===== src/kwd_pkg.sv =====
package kwd_pkg;

	// Register placement: printed offset is an index, byte address is four times it
	localparam int KWD_AW = 12;
	localparam logic [KWD_AW-1:0] KWD_CTRL_IDX = 12'h0E6;
	localparam logic [KWD_AW-1:0] KWD_CTRL_ADDR = 12'h398;

	// Key words written to the control register
	localparam logic [15:0] KWD_KEY_CFG1 = 16'h3333;
	localparam logic [15:0] KWD_KEY_CFG2 = 16'hCCCC;
	localparam logic [15:0] KWD_KEY_RD1 = 16'h5555;
	localparam logic [15:0] KWD_KEY_RD2 = 16'hAAAA;

	// Field positions of the control word
	localparam int KWD_ON_BIT = 15;
	localparam int KWD_RSTON_BIT = 14;
	localparam int KWD_RSTSEEN_BIT = 13;
	localparam int KWD_INTSEEN_BIT = 12;
	localparam int KWD_TMO_LSB = 0;
	localparam int KWD_TMO_W = 8;

	// Exponent figures and counter width
	localparam int KWD_EXP_LO = 10;
	localparam int KWD_EXP_HI = 20;
	localparam int KWD_CNT_W = 27;

	// Reset value of the control word: running, interrupt first, longest interval
	localparam logic [15:0] KWD_CTRL_RST = 16'h8080;

	// AXI response codes
	localparam logic [1:0] KWD_RESP_OK = 2'h0;
	localparam logic [1:0] KWD_RESP_DECERR = 2'h3;

	typedef struct packed {
		logic on;
		logic rst_on_exp;
		logic rst_seen;
		logic int_seen;
		logic [3:0] rsvd;
		logic [KWD_TMO_W-1:0] tmo;
	} kwd_ctrl_t;

	typedef enum logic [2:0] {
		KEY_IDLE,
		KEY_CFG1,
		KEY_CFG_ARMED,
		KEY_RD1,
		KEY_RD_ARMED
	} kwd_key_t;

endpackage


===== src/kwd_watchdog.sv =====
// Operation
// - Watchdog counts from reset without software action
// - One unlock per configuration write; others ignored
// - Control reads only after 5555h then AAAAh
// - Bit 15 enables counting and timeout action
// - Bit 14 set: timeout asserts system reset
// - Bit 14 clear: interrupt first, then reset
// - Bit 13 marks watchdog reset, cleared by keys
// - Bit 12 marks interrupt issued, cleared by keys
// - Bits 7 to 0 choose power-of-two interval
// - Lowest set bit picks exponent 10, 20..26
//
// Implementation choice: the AXI4-Lite slave port.
`timescale 1ns/1ps
module kwd_watchdog import kwd_pkg::*; #(
	parameter int EXP_LO = KWD_EXP_LO,
	parameter int EXP_HI = KWD_EXP_HI
) (
	input wire logic aclk,
	input wire logic aresetn,
	input wire logic [KWD_AW-1:0] s_axi_awaddr,
	input wire logic [2:0] s_axi_awprot,
	input wire logic s_axi_awvalid,
	output logic s_axi_awready,
	input wire logic [31:0] s_axi_wdata,
	input wire logic [3:0] s_axi_wstrb,
	input wire logic s_axi_wvalid,
	output logic s_axi_wready,
	output logic [1:0] s_axi_bresp,
	output logic s_axi_bvalid,
	input wire logic s_axi_bready,
	input wire logic [KWD_AW-1:0] s_axi_araddr,
	input wire logic [2:0] s_axi_arprot,
	input wire logic s_axi_arvalid,
	output logic s_axi_arready,
	output logic [31:0] s_axi_rdata,
	output logic [1:0] s_axi_rresp,
	output logic s_axi_rvalid,
	input wire logic s_axi_rready,
	output logic wdg_nmi,
	output logic wdg_sys_reset
);

	// Exponent from lowest set bit of the timeout field; zero field means no timeout
	function automatic logic [4:0] kwd_exp(input logic [KWD_TMO_W-1:0] f);
		logic [4:0] e;
		e = 5'h00;
		for (int i = KWD_TMO_W - 1; i >= 0; i--) begin
			if (f[i]) begin
				e = (i == 0) ? 5'(EXP_LO) : 5'(EXP_HI + i - 1);
			end
		end
		return e;
	endfunction

	// Control register decode, shared by the write and read paths
	function automatic logic is_ctrl(input logic [KWD_AW-1:0] a);
		return a == KWD_CTRL_ADDR;
	endfunction

	kwd_ctrl_t ctrl_r;
	kwd_key_t key_r;
	logic [KWD_CNT_W-1:0] cnt_r;
	logic [KWD_CNT_W-1:0] term;
	logic awready_r, wready_r, bvalid_r, arready_r, rvalid_r;
	logic aw_full_r, w_full_r, ar_full_r;
	logic [KWD_AW-1:0] aw_addr_r, ar_addr_r;
	logic [15:0] wdata_r;
	logic [1:0] wstrb_r;
	logic [1:0] bresp_r, rresp_r;
	logic [31:0] rdata_r;
	logic nmi_r, sysrst_r;
	logic wr_go, wr_hit, rd_go, rd_hit, cfg_wr, expiry, timing;

	// Bus handshakes, outputs straight from flops
	assign s_axi_awready = awready_r;
	assign s_axi_wready = wready_r;
	assign s_axi_bvalid = bvalid_r;
	assign s_axi_bresp = bresp_r;
	assign s_axi_arready = arready_r;
	assign s_axi_rvalid = rvalid_r;
	assign s_axi_rresp = rresp_r;
	assign s_axi_rdata = rdata_r;
	assign wdg_nmi = nmi_r;
	assign wdg_sys_reset = sysrst_r;

	// Write executes once address and data are both held
	assign wr_go = aw_full_r && w_full_r && !bvalid_r;
	assign wr_hit = wr_go && is_ctrl(aw_addr_r) && (wstrb_r == 2'h3);
	// Reads yield to a write in the same cycle so the key state has one mover
	assign rd_go = ar_full_r && !rvalid_r && !wr_go;
	assign rd_hit = rd_go && is_ctrl(ar_addr_r);
	assign cfg_wr = wr_hit && (key_r == KEY_CFG_ARMED);

	// Write address and data channels, taken in either order
	always_ff @(posedge aclk) begin
		if (!aresetn) begin
			awready_r <= 1'b1;
			wready_r <= 1'b1;
			aw_full_r <= 1'b0;
			w_full_r <= 1'b0;
			aw_addr_r <= '0;
			wdata_r <= 16'h0000;
			wstrb_r <= 2'h0;
		end else begin
			if (s_axi_awvalid && awready_r) begin
				aw_addr_r <= s_axi_awaddr;
				aw_full_r <= 1'b1;
				awready_r <= 1'b0;
			end
			if (s_axi_wvalid && wready_r) begin
				wdata_r <= s_axi_wdata[15:0];
				wstrb_r <= s_axi_wstrb[1:0];
				w_full_r <= 1'b1;
				wready_r <= 1'b0;
			end
			if (wr_go) begin
				aw_full_r <= 1'b0;
				w_full_r <= 1'b0;
			end
			if (bvalid_r && s_axi_bready) begin
				awready_r <= 1'b1;
				wready_r <= 1'b1;
			end
		end
	end

	// Write response, one cycle after the pair is complete
	always_ff @(posedge aclk) begin
		if (!aresetn) begin
			bvalid_r <= 1'b0;
			bresp_r <= KWD_RESP_OK;
		end else if (wr_go) begin
			bvalid_r <= 1'b1;
			bresp_r <= is_ctrl(aw_addr_r) ? KWD_RESP_OK : KWD_RESP_DECERR;
		end else if (bvalid_r && s_axi_bready) begin
			bvalid_r <= 1'b0;
		end
	end

	// Read channel; control contents only while the read key is armed
	always_ff @(posedge aclk) begin
		if (!aresetn) begin
			arready_r <= 1'b1;
			ar_full_r <= 1'b0;
			ar_addr_r <= '0;
			rvalid_r <= 1'b0;
			rresp_r <= KWD_RESP_OK;
			rdata_r <= 32'h00000000;
		end else begin
			if (s_axi_arvalid && arready_r) begin
				ar_addr_r <= s_axi_araddr;
				ar_full_r <= 1'b1;
				arready_r <= 1'b0;
			end
			if (rd_go) begin
				ar_full_r <= 1'b0;
				rvalid_r <= 1'b1;
				rresp_r <= is_ctrl(ar_addr_r) ? KWD_RESP_OK : KWD_RESP_DECERR;
				if (rd_hit && key_r == KEY_RD_ARMED) begin
					rdata_r <= {16'h0000, ctrl_r.on, ctrl_r.rst_on_exp, ctrl_r.rst_seen,
						ctrl_r.int_seen, 4'h0, ctrl_r.tmo};
				end else begin
					rdata_r <= 32'h00000000;
				end
			end else if (rvalid_r && s_axi_rready) begin
				rvalid_r <= 1'b0;
				arready_r <= 1'b1;
			end
		end
	end

	// Key sequencer; a stray value anywhere drops back to idle
	always_ff @(posedge aclk) begin
		if (!aresetn) begin
			key_r <= KEY_IDLE;
		end else if (wr_hit) begin
			unique case (key_r)
				KEY_CFG_ARMED: key_r <= KEY_IDLE;
				KEY_CFG1: key_r <= (wdata_r == KWD_KEY_CFG2) ? KEY_CFG_ARMED :
					(wdata_r == KWD_KEY_CFG1) ? KEY_CFG1 :
					(wdata_r == KWD_KEY_RD1) ? KEY_RD1 : KEY_IDLE;
				KEY_RD1: key_r <= (wdata_r == KWD_KEY_RD2) ? KEY_RD_ARMED :
					(wdata_r == KWD_KEY_CFG1) ? KEY_CFG1 :
					(wdata_r == KWD_KEY_RD1) ? KEY_RD1 : KEY_IDLE;
				KEY_IDLE, KEY_RD_ARMED: key_r <= (wdata_r == KWD_KEY_CFG1) ? KEY_CFG1 :
					(wdata_r == KWD_KEY_RD1) ? KEY_RD1 : KEY_IDLE;
			endcase
		end else if (rd_hit && key_r == KEY_RD_ARMED) begin
			key_r <= KEY_IDLE; // One read per unlock
		end
	end

	// Interval terminal count; zero field leaves the counter parked
	assign timing = ctrl_r.on && (ctrl_r.tmo != '0);
	assign term = KWD_CNT_W'((28'h0000001 << kwd_exp(ctrl_r.tmo)) - 28'h0000001);
	assign expiry = timing && (cnt_r == term);

	// Free-running count, live straight out of reset
	always_ff @(posedge aclk) begin
		if (!aresetn) begin
			cnt_r <= '0;
		end else if (cfg_wr || expiry) begin
			cnt_r <= '0;
		end else if (timing) begin
			cnt_r <= cnt_r + KWD_CNT_W'(1);
		end
	end

	// Expiry action pulses; interrupt only once before escalating
	always_ff @(posedge aclk) begin
		if (!aresetn) begin
			nmi_r <= 1'b0;
			sysrst_r <= 1'b0;
		end else begin
			nmi_r <= expiry && !ctrl_r.rst_on_exp && !ctrl_r.int_seen;
			sysrst_r <= expiry && (ctrl_r.rst_on_exp || ctrl_r.int_seen);
		end
	end

	// Control word; flags set by expiry win over the keyed clear
	always_ff @(posedge aclk) begin
		if (!aresetn) begin
			ctrl_r <= kwd_ctrl_t'(KWD_CTRL_RST);
		end else begin
			if (cfg_wr) begin
				ctrl_r.on <= wdata_r[KWD_ON_BIT];
				ctrl_r.rst_on_exp <= wdata_r[KWD_RSTON_BIT];
				ctrl_r.tmo <= wdata_r[KWD_TMO_LSB +: KWD_TMO_W];
				ctrl_r.rst_seen <= 1'b0;
				ctrl_r.int_seen <= 1'b0;
			end
			ctrl_r.rsvd <= 4'h0;
			// Flags survive the watchdog reset, which does not touch this logic
			if (expiry && (ctrl_r.rst_on_exp || ctrl_r.int_seen)) begin
				ctrl_r.rst_seen <= 1'b1;
			end
			if (expiry && !ctrl_r.rst_on_exp && !ctrl_r.int_seen) begin
				ctrl_r.int_seen <= 1'b1;
			end
		end
	end

	// Checks next to the logic
	// Sampled reset in the antecedent: the release edge still sees the held count
	count_runs_a: assert property (@(posedge aclk) disable iff (!aresetn)
		(aresetn && timing && !expiry && !cfg_wr) |=> cnt_r == $past(cnt_r) + KWD_CNT_W'(1))
		else $error("count did not advance");

	cfg_locked_a: assert property (@(posedge aclk) disable iff (!aresetn)
		(wr_hit && key_r != KEY_CFG_ARMED) |=> ctrl_r.tmo == $past(ctrl_r.tmo)
		&& ctrl_r.on == $past(ctrl_r.on))
		else $error("config changed without unlock");

	read_locked_a: assert property (@(posedge aclk) disable iff (!aresetn)
		(rd_go && key_r != KEY_RD_ARMED) |=> rvalid_r && rdata_r == 32'h00000000)
		else $error("control read without unlock");

	off_holds_a: assert property (@(posedge aclk) disable iff (!aresetn)
		(!ctrl_r.on && !cfg_wr) |=> $stable(cnt_r) && !nmi_r && !sysrst_r)
		else $error("disabled watchdog moved");

	reset_mode_a: assert property (@(posedge aclk) disable iff (!aresetn)
		(expiry && ctrl_r.rst_on_exp) |=> sysrst_r && !nmi_r && ctrl_r.rst_seen)
		else $error("reset mode did not reset");

	nmi_first_a: assert property (@(posedge aclk) disable iff (!aresetn)
		(expiry && !ctrl_r.rst_on_exp) |=> (nmi_r != $past(ctrl_r.int_seen))
		&& (sysrst_r == $past(ctrl_r.int_seen)))
		else $error("interrupt escalation wrong");

	rst_flag_a: assert property (@(posedge aclk) disable iff (!aresetn)
		$rose(sysrst_r) |-> ctrl_r.rst_seen)
		else $error("reset flag not set");

	int_flag_a: assert property (@(posedge aclk) disable iff (!aresetn)
		nmi_r |-> ctrl_r.int_seen)
		else $error("interrupt flag not set");

	rsvd_zero_a: assert property (@(posedge aclk) disable iff (!aresetn)
		rvalid_r |-> rdata_r[11:8] == 4'h0)
		else $error("reserved bits nonzero");

	exp_term_a: assert property (@(posedge aclk) disable iff (!aresetn)
		(timing && ctrl_r.tmo[0]) |-> term == KWD_CNT_W'((28'h0000001 << EXP_LO) - 28'h0000001))
		else $error("bit 0 exponent wrong");

	key_drop_a: assert property (@(posedge aclk) disable iff (!aresetn)
		(wr_hit && key_r == KEY_CFG1 && wdata_r != KWD_KEY_CFG2 && wdata_r != KWD_KEY_CFG1
		&& wdata_r != KWD_KEY_RD1) |=> key_r == KEY_IDLE)
		else $error("partial key not dropped");

	cfg_restart_a: assert property (@(posedge aclk) disable iff (!aresetn)
		cfg_wr |=> cnt_r == '0 ##1 (cnt_r == '0 || cnt_r == KWD_CNT_W'(1)))
		else $error("config write did not restart count");

	one_pulse_a: assert property (@(posedge aclk) disable iff (!aresetn)
		(nmi_r || sysrst_r) |-> cnt_r == '0 ##1 (!nmi_r && !sysrst_r))
		else $error("expiry pulse too long");

endmodule // kwd_watchdog


===== config.mk =====
export PLATFORM = sky130hd
export DESIGN_NAME = kwd_watchdog
export DESIGN_NICKNAME = d
export VERILOG_FILES = /design/src/kwd_pkg.sv /design/src/kwd_watchdog.sv
export SDC_FILE = /design/constraint.sdc
export NUM_CORES = 1
export LEC_CHECK = 0
export BUFFER_PORTS_ARGS = -buffer_cell sky130_fd_sc_hd__buf_2
export CAP_MARGIN = 25
export CORE_MARGIN = 4
export CORE_UTILIZATION = 46
export CTS_CLUSTER_DIAMETER = 80
export DETAILED_ROUTE_END_ITERATION = 7
export PLACE_DENSITY = 0.81
export SLEW_MARGIN = 10
export SYNTH_ARGS = -nofsm -noshare
export SYNTH_HDL_FRONTEND = slang
export SYNTH_SLANG_ARGS = --single-unit

===== constraint.sdc =====
create_clock -name aclk -period 5.95 [get_ports aclk]
set_input_delay 1.4875 -clock aclk [delete_from_list [all_inputs] [get_ports aclk]]
set_output_delay 1.4875 -clock aclk [all_outputs]
set_load 0.01 [all_outputs]

# [Yosys cells after proc, flatten, opt, wreduce, memory -nomap -nowiden]
# Index checks and enable logic that the tools add are counted.
[totals] regBits=130 input_bits=73 output_inout_bits=43
[classes] add_sub_neg=2 eq_ne=12 shift=1 muxes=28 n_bitwise=1 reduce_logical=38
[op_table] op="$mux W5" n=8
[op_table] op="$eq A16 B16 Y1 const B" n=2
[op_table] op="$add A27 B1 Y27 const B" n=1
[op_table] op="$eq A27 B27 Y1" n=1
[op_table] op="$shl A1 B5 Y27 const A" n=1
[op_table] op="$sub A27 B1 Y27 const B" n=1
[op_table] op="$eq A12 B10 Y1 const B" n=2
[op_table] op="$logic_and A1 B1 Y1" n=19
[op_table] op="$eq A16 B14 Y1 const B" n=1
[op_table] op="$eq A16 B15 Y1 const B" n=1
[op_table] op="$mux W16" n=1
[op_table] op="$mux W3" n=4
[op_table] op="$pmux W3 S4" n=1
[op_table] op="$mux W2" n=5
[op_table] op="$reduce_bool A2 Y1" n=5
[op_table] op="$reduce_or A2 Y1" n=5
[op_table] op="$mux W1" n=9
[op_table] op="$reduce_bool A8 Y1" n=1
[op_table] op="$eq A3 B2 Y1 const B" n=2
[op_table] op="$logic_not A1 Y1" n=5
[op_table] op="$eq A3 B1 Y1 const B" n=1
[op_table] op="$eq A3 B3 Y1 const B" n=1
[op_table] op="$logic_not A3 Y1" n=1
[op_table] op="$eq A2 B2 Y1 const B" n=1
[op_table] op="2 further kinds" n=3

# [Logic depth before layout (Yosys ltp)]
# Gate-level depths: netlist (run 1).
[logic_depth] depth_word=15 depth_mapped=13 depth_no_buf=10

# [Worst setup path after synthesis (run 1)]
# OpenSTA, ideal clock, no wires.
[synth_timing] path_type="reg2reg" start="register ctrl_r[2] (netlist name)" end="register cnt_r[10]" arrival_ns=3.014 required_ns=5.829 path_slack_ns=2.816 path_stages_with_launch=13 path_buffers=3 synth_period_minus_slack_ns=3.134 cell_sequence="dfxtp_1 -> buf_2 -> nor3_2 -> nand3_1 -> ha_1 -> clkbuf_1 -> a2111oi_0 -> a31oi_1 -> nor3_1 -> nand4_2 -> nor3_4 -> buf_6 -> nor3_1"
[synth_via] elab_chain_cells=9 word_cells_on_any_way=11 classes_between="add/sub (1); eq/ne (1); shift (1); mux (3); reduce/logical (5)"
[synth_lines] item="start: declaration" line="kwd_watchdog.sv:61" rtl="kwd_ctrl_t ctrl_r;"
[synth_lines] item="start signal: assignment" line="kwd_watchdog.sv:224" rtl="ctrl_r <= kwd_ctrl_t'(KWD_CTRL_RST);"
[synth_lines] item="$mux W5 (3 in series)" line="kwd_watchdog.sv:49" rtl="if (f[i]) begin"
[synth_lines] item="$shl A1 B5 Y27" line="kwd_watchdog.sv:196" rtl="assign term = KWD_CNT_W'((28'h0000001 << kwd_exp(ctrl_r.tmo)) - 28'h0000001);"
[synth_lines] item="$sub A27 B1 Y27" line="kwd_watchdog.sv:196"
[synth_lines] item="$eq A27 B27 Y1" line="kwd_watchdog.sv:197" rtl="assign expiry = timing && (cnt_r == term);"
[synth_lines] item="$logic_and A1 B1 Y1" line="kwd_watchdog.sv:197"
[synth_lines] item="$logic_or A1 B1 Y1" line="kwd_watchdog.sv:203" rtl="end else if (cfg_wr || expiry) begin"
[synth_lines] item="$reduce_or A2 Y1 (no line)"
[synth_lines] item="end signal: assignment" line="kwd_watchdog.sv:206" rtl="cnt_r <= cnt_r + KWD_CNT_W'(1);"
[synth_lines] item="end: declaration" line="kwd_watchdog.sv:63" rtl="logic [KWD_CNT_W-1:0] cnt_r;"
# Several ways; a longest one is shown, not always the timed one.
# A chain may end at the register's enable or synchronous reset.

# [Worst setup path after layout (run 1)]
[layout_timing] start="register ctrl_r[0] (netlist name)" end="register cnt_r[24]"
[layout_via] elab_chain_cells=7 word_cells_on_any_way=9 classes_between="add/sub (1); eq/ne (1); shift (1); mux (1); reduce/logical (5)"
[layout_lines] item="$mux W5" line="kwd_watchdog.sv:49"
[layout_lines] item="$shl A1 B5 Y27" line="kwd_watchdog.sv:196"
[layout_lines] item="$sub A27 B1 Y27" line="kwd_watchdog.sv:196"
[layout_lines] item="$eq A27 B27 Y1" line="kwd_watchdog.sv:197"
[layout_lines] item="$logic_and A1 B1 Y1" line="kwd_watchdog.sv:197"
[layout_lines] item="$logic_or A1 B1 Y1" line="kwd_watchdog.sv:203"
[layout_lines] item="$reduce_or A2 Y1 (no line)"
# Several ways; a longest one is shown, not always the timed one.

==> results.py, run 1 <==
metrics = {
    "job": {
        "maxCapViolCount": 0,
    },
    "clock_tree": {
        "postCtsHoldBufs": 0,
        "cts_tree": "yes",
        "clk_latency_ps": 370,
        "path_clk_slew_ps": 100,
        "root_buffer": "clkbuf_8",
        "htreeDepth": 3,
        "cts_setup_buffers": 0,
        "ctsResizeCount": 0,
        "cts_made_buffers": 9,
        "cts_sinks": 108,
        "cts.path.max_buffers": 2,
    },
    "logic_synthesis": {
        "ys_async_sr_fraction_pct": 0,
        "synth_edf_count": 0,
        "ys_types": 54,
        "seq_area_frac_synth_pct": 42.6,
        "synth.cell_area_um2": 5070,
        "avgSynthCellArea_um2": 8.41,
        "synthCells": 603,
        "synth_top_cell_by_area": "dfxtp_1",
        "synthTopCellsByArea": "dfxtp_1, nand2_1, a21boi_0",
        "yosysWarnings": 0,
        "synth_top_area_share_pct": 42.6,
        "synth_seq_cells": 108,
        "synth_ff_type": "dfxtp_1",
    },
    "final_layout": {
        "multi_input_area_um2": 2650,
        "layout.cells.non_filler": 799,
        "layout-drive-gt1-share_pct": 14.4,
        "register_area_um2": 2160,
        "fin_util_pct": 51.9,
        "final_common_cell": "nand2_1",
        "fill_cells": 989,
        "final_cell_area_um2": 5600,
        "syn_to_final_growth_pct": 10.5,
        "diodes": 0,
        "final_cell_mix": "nand2_1, dfxtp_1, buf_2",
        "nets": 729,
    },
    "timing": {
        "setup_ws_ps": 1690,
        "worstMarginPinSlew_ps": 954,
        "clock_skew_ps": 12.2,
        "rsz0062_at_grt": "no",
        "setup_viol": 0,
        "fin_crit_sh_pct": 71.7,
        "max-slew-margin-rel_pct": 36.2,
        "hold_viol": 0,
        "max_freq_mhz": 235,
        "whs_ps": 466,
        "drv_slew": 0,
        "post-route-min-period_ps": 4260,
        "setup_tns_ps": 0,
    },
    "setup_path": {
        "cp_top_family": "simple AND/OR/NAND/NOR gates",
        "crit_path_max_incr_delay_ps": 830,
        "cp_slowest_cell": "nor3_4",
        "arrival_ps": 4480,
        "cp-start-kind": "flip-flop",
        "cp_num_buf_inv": 0,
        "critPathCaptureType": "flip-flop",
        "criticalPathCategory": "reg2reg",
        "critPathRequiredTime_ps": 6170,
        "cp_cell_sequence": "nor2_1 -> nand3_1 -> ha_1 -> nor4b_4 -> o2111ai_1 -> a211o_1 -> a211oi_2 -> nand4_2 -> nor3_4 -> nor3_1",
        "critPathMaxFanout": 26,
    },
    "route": {
        "wire_per_inst_um": 13.6,
        "drtIter0Drc": 210,
        "drc": 0,
        "post_drt_via_cell_ratio": 5.37,
        "routed_wl_mm": 10.9,
        "via_count": 4288,
        "ant_nets": 0,
        "dr.pass1.iters": 4,
    },
    "placement": {
        "pre_cts_slack_ps": 1740,
        "placed_area_um2": 5380,
        "gp_congestion": 0.885,
        "dp_cells": 783,
        "dp_hpwl_mm": 7.94,
        "port_buffers": 71,
    },
    "power_and_ir_drop": {
        "power_mw": 1.35,
        "irDropWorstVdd_mv": 0.126,
        "leakage_nw": 2.17,
        "power_density_nw_per_um2": 241,
    },
    "die": {
        "ioPinCount": 116,
        "start_util_pct": 47.0,
        "die_area_um2": 12800,
        "die_y_um": 113,
        "row_count": 38,
        "core_area_um2": 10800,
        "die_w_um": 113,
    },
    "global_route": {
        "grt_max_degree": 70,
        "grt_pass1_vias": 4055,
        "grt_first_pass_wirelength_mm": 18.5,
        "grt_overflow_total": 0,
        "antenna_found_initial": 0,
        "grt.total_usage_pct": 17.2,
    },
    "run_status": {
        "status": "complete, no violations",
    },
    "worst_hold_path": {
        "hold_path.class": "reg2reg",
    },
}
==> logic make-up (layout without fill, tap and decap cells) <==
| logic type | Yosys count | count (layout) | synth area share [%] |
|---|---|---|---|
| flops | 108 | 108 | 42.6 |
| simple gates | 287 | 287 | 28.3 |
| other cells | 2 | 21 | 0.148 |
| buf+inv | 61 | 98 | 6.61 |
| compound gates | 109 | 109 | 15.8 |
| xor+xnor | 30 | 30 | 5.18 |
| fa+ha+maj | 2 | 2 | 0.493 |
| mux | 4 | 4 | 0.790 |
==> worst register-to-register path, stage by stage, from the launching register on <==
cell and delay, ps:
dfxtp_1 700, nor2_1 250, nand3_1 390, ha_1 580, nor4b_4 340, o2111ai_1 180, a211o_1 340, a211oi_2 200
nand4_2 190, nor3_4 830, nor3_1 120
==> registers in the layout, indices dropped and copies added (netlist names), 2 cells and up <==
name,flops
ar_addr_r,12
aw_addr_r,12
cnt_r,27
ctrl_r,12
key_r,3
s_axi_rdata,12
wdata_r,16
wstrb_r,2
==> layout make-up <==
cell class                 count  area share (%)
tap                          140            3.13
sequential                   108            38.6
timing repair buffer          71            6.34
clock buffer                   9            2.21
clock inverter                 7            1.76
multi-input combinational    453            47.2
inverter                      11           0.737
==> power by group <==
group | total [mW] | switching (mW) | leakage [nW] | internal, mW
clock | 0.488 | 0.250 | 0.0981 | 0.238
sequential | 0.763 | 0.0165 | 0.879 | 0.746
combinational | 0.100 | 0.0584 | 1.19 | 0.0421
total | 1.35 | 0.325 | 2.17 | 1.03
==> cell usage after synthesis, types with 8 or more instances <==
cell type,number
nand2_1,134
nor3_1,31
nor2_1,31
a22o_1,12
inv_1,11
a21boi_0,55
xnor2_1,19
dfxtp_1,108
nand3_1,16
buf_4,23
xor2_1,11
nor4_1,8
o21ai_0,10
clkbuf_1,21
nand4_1,11
==> per-layer routing <==
layer | routed length (µm) | track usage, % | vias up
met2 | 5190 | 28.8 | 109
met4 | 204 | 6.73 | 0
met1 | 4900 | 21.6 | 2008
li1 | - | - | 2151
met5 | 0 | 0 | -
met3 | 575 | 4.12 | 20
==> final timing paths <==
path | from | to | slack [ps] | depth (start not counted)
min reg2reg | ctrl_r[13] | ctrl_r[13] | 470 | 1
min | ctrl_r[13] | ctrl_r[13] | 470 | 1
max | ctrl_r[0] | cnt_r[24] | 1690 | 10
max reg2reg | ctrl_r[0] | cnt_r[24] | 1690 | 10
(Power assumes the default switching activity.)
==> run 2, diff against run 1 <==
--- a/config.mk
+++ b/config.mk
@@ -11,7 +11,7 @@
 export CORE_UTILIZATION = 46
 export CTS_CLUSTER_DIAMETER = 80
 export DETAILED_ROUTE_END_ITERATION = 7
-export PLACE_DENSITY = 0.81
+export PLACE_DENSITY = 0.83
 export SLEW_MARGIN = 10
 export SYNTH_ARGS = -nofsm -noshare
 export SYNTH_HDL_FRONTEND = slang
==> constraint.sdc (replaced) <==
create_clock -name aclk -period 3.9 [get_ports aclk]
set_input_delay 0.975 -clock aclk [delete_from_list [all_inputs] [get_ports aclk]]
set_output_delay 0.975 -clock aclk [all_outputs]
set_load 0.01 [all_outputs]
==> run 2 against run 1 <==
Design area grew 0.92%. Core utilization grew 0.48 points. Clock power grew 49%. Routed wire length grew 1.2%. Sequential share of layout area shrank 0.35 points. Maximum frequency grew 32%. Worst hold slack gained 3.4 ps. Die area is the same. Register-to-register slack lost 1000 ps. Non-clock buffer count grew 6. Total power grew 51%. Final cell count grew 0.75%. Critical path type unchanged.
==> results.py, run 2 (synthesis results as in run 1) <==
metrics = {
    "timing": {
        "setup_tns_ps": 0,
        "drv_slew": 0,
        "clock_skew_ps": 10.2,
        "setup_viol": 0,
        "post-route-min-period_ps": 3240,
        "rsz0062_at_grt": "no",
        "fin_crit_sh_pct": 83.1,
        "max_freq_mhz": 308,
        "max-slew-margin-rel_pct": 40.4,
        "hold_viol": 0,
        "worstMarginPinSlew_ps": 891,
    },
    "setup_path": {
        "critPathMaxFanout": 14,
        "criticalPathCategory": "reg2reg",
        "cp_slowest_cell": "nor4_1",
        "arrival_ps": 3570,
        "crit_path_max_incr_delay_ps": 530,
        "cp-start-kind": "flip-flop",
        "worst_path_most_repeated_cell": "nand3_1",
        "critPathCaptureType": "flip-flop",
        "cp_cell_sequence": "nor3_2 -> nand3_1 -> ha_1 -> buf_4 -> or4_1 -> o21ai_0 -> o2111ai_1 -> a211oi_1 -> nand3_1 -> nor4_1 -> a21o_1",
        "cp_top_family": "simple AND/OR/NAND/NOR gates",
        "cp_num_buf_inv": 1,
        "critPathRequiredTime_ps": 4230,
    },
    "route": {
        "post_drt_via_cell_ratio": 5.34,
        "drtIter0Drc": 240,
        "routed_wl_mm": 11.0,
        "dr.pass1.iters": 4,
        "via_count": 4301,
        "wire_per_inst_um": 13.7,
        "ant_nets": 0,
        "drc": 0,
    },
    "final_layout": {
        "final_cell_mix": "nand2_1, dfxtp_1, buf_2",
        "final_common_cell": "nand2_1",
        "register_area_um2": 2160,
        "multi_input_area_um2": 2650,
        "layout-drive-gt1-share_pct": 15.2,
        "top_regs": "cnt_r: 27 flops, wdata_r: 16 flops",
        "diodes": 0,
        "final_cell_area_um2": 5650,
        "largest_reg_flops": 27,
        "nets": 735,
        "regMostFlops": "cnt_r",
        "fill_cells": 996,
        "syn_to_final_growth_pct": 11.5,
        "layout.cells.non_filler": 805,
    },
    "clock_tree": {
        "clk_latency_ps": 380,
        "cts.path.max_buffers": 2,
        "path_clk_slew_ps": 110,
        "postCtsHoldBufs": 0,
        "cts_setup_buffers": 0,
        "cts_tree": "yes",
        "root_buffer": "clkbuf_8",
        "ctsResizeCount": 0,
        "cts_sinks": 108,
        "htreeDepth": 3,
        "cts_made_buffers": 9,
    },
    "placement": {
        "port_buffers": 71,
        "placed_area_um2": 5440,
        "gp_congestion": 0.922,
        "dp_hpwl_mm": 8.27,
        "dp_cells": 789,
    },
    "global_route": {
        "grt_pass1_vias": 4135,
        "grt.total_usage_pct": 17.2,
        "grt_max_degree": 42,
        "grt_overflow_total": 0,
        "grt_first_pass_wirelength_mm": 18.6,
        "antenna_found_initial": 0,
    },
    "job": {
        "maxCapViolCount": 0,
    },
    "run_status": {
        "status": "complete, no violations",
    },
    "power_and_ir_drop": {
        "pwr-share-seq_pct": 56.9,
        "power_density_nw_per_um2": 362,
        "comb_power_share_pct": 7.5,
        "swShare_pct": 25.8,
        "irDropWorstVdd_mv": 0.206,
        "p_int_mw": 1.52,
        "p_switching_mw": 0.527,
        "p_clk_share_pct": 35.5,
        "leakage_nw": 2.21,
    },
    "worst_hold_path": {
        "hold_path.class": "reg2reg",
    },
    "die": {
        "row_count": 38,
        "die_y_um": 113,
        "die_area_um2": 12800,
        "die_w_um": 113,
        "core_area_um2": 10800,
        "ioPinCount": 116,
        "start_util_pct": 47.0,
    },
}
-- run 2: cell types whose count changed in the layout (fill, tap and decap cells not counted) --
cell	delta
buf_4	+5
clkinvlp_4	-4
clkinv_4	+2
buf_12	+1
bufinv_16	-1
clkinv_8	+1
inv_6	+1
inv_8	+1
-- run 2: worst paths after layout --
path / start / end / slack (ps) / cells after the start
setup / recovery: ctrl_r[2] / ctrl_r[12] / 660 / 11
hold / removal: wstrb_r[1] / wstrb_r[1] / 470 / 2
setup reg to reg: ctrl_r[2] / ctrl_r[12] / 660 / 11
hold reg to reg: wstrb_r[1] / wstrb_r[1] / 470 / 2
-- run 2: tightest hold or removal path: stages (launching register included) --
cell and delay, ps:
dfxtp_1 320, nand2_1 50, a21boi_0 60
-- run 2: power by group through the flow --
stage | Clock [mW] | Sequential [mW] | Combinational [mW]
2_1_floorplan | 0 | 1.18 | 0.119
3_3_place_gp | 0 | 1.19 | 0.147
3_5_place_dp | 0 | 1.19 | 0.155
4_1_cts | 0.736 | 1.16 | 0.155
5_1_grt | 0.778 | 1.17 | 0.175
6_report | 0.726 | 1.16 | 0.154
-- run 2: area by class of cell --
cell class	count	share of cell area (%)
tap	140	3.10
timing repair buffer	77	7.30
inverter	11	0.730
clock inverter	7	1.64
sequential	108	38.2
clock buffer	9	2.19
multi-input combinational	453	46.8
-- run 2: stage by stage --
stage	setup slack, ps	hold WS [ps]	util (%)	power (mW)
after floorplan	766	427	-	1.30
after global placement	875	439	50.4	1.33
after detailed placement	771	457	50.4	1.34
after CTS	710	473	52.4	2.05
after global routing	387	496	52.4	2.12
final	658	469	52.4	2.04
-- run 2: per-layer routing --
metal / track usage [%] / part of all wire, % / vias up
met4: 7.05 / 2.6 / 0
met1: 21.6 / 44 / 2005
met2: 28.8 / 49 / 114
met3: 3.53 / 5.2 / 21
li1: - / - / 2161
met5: 0 / 0 / -
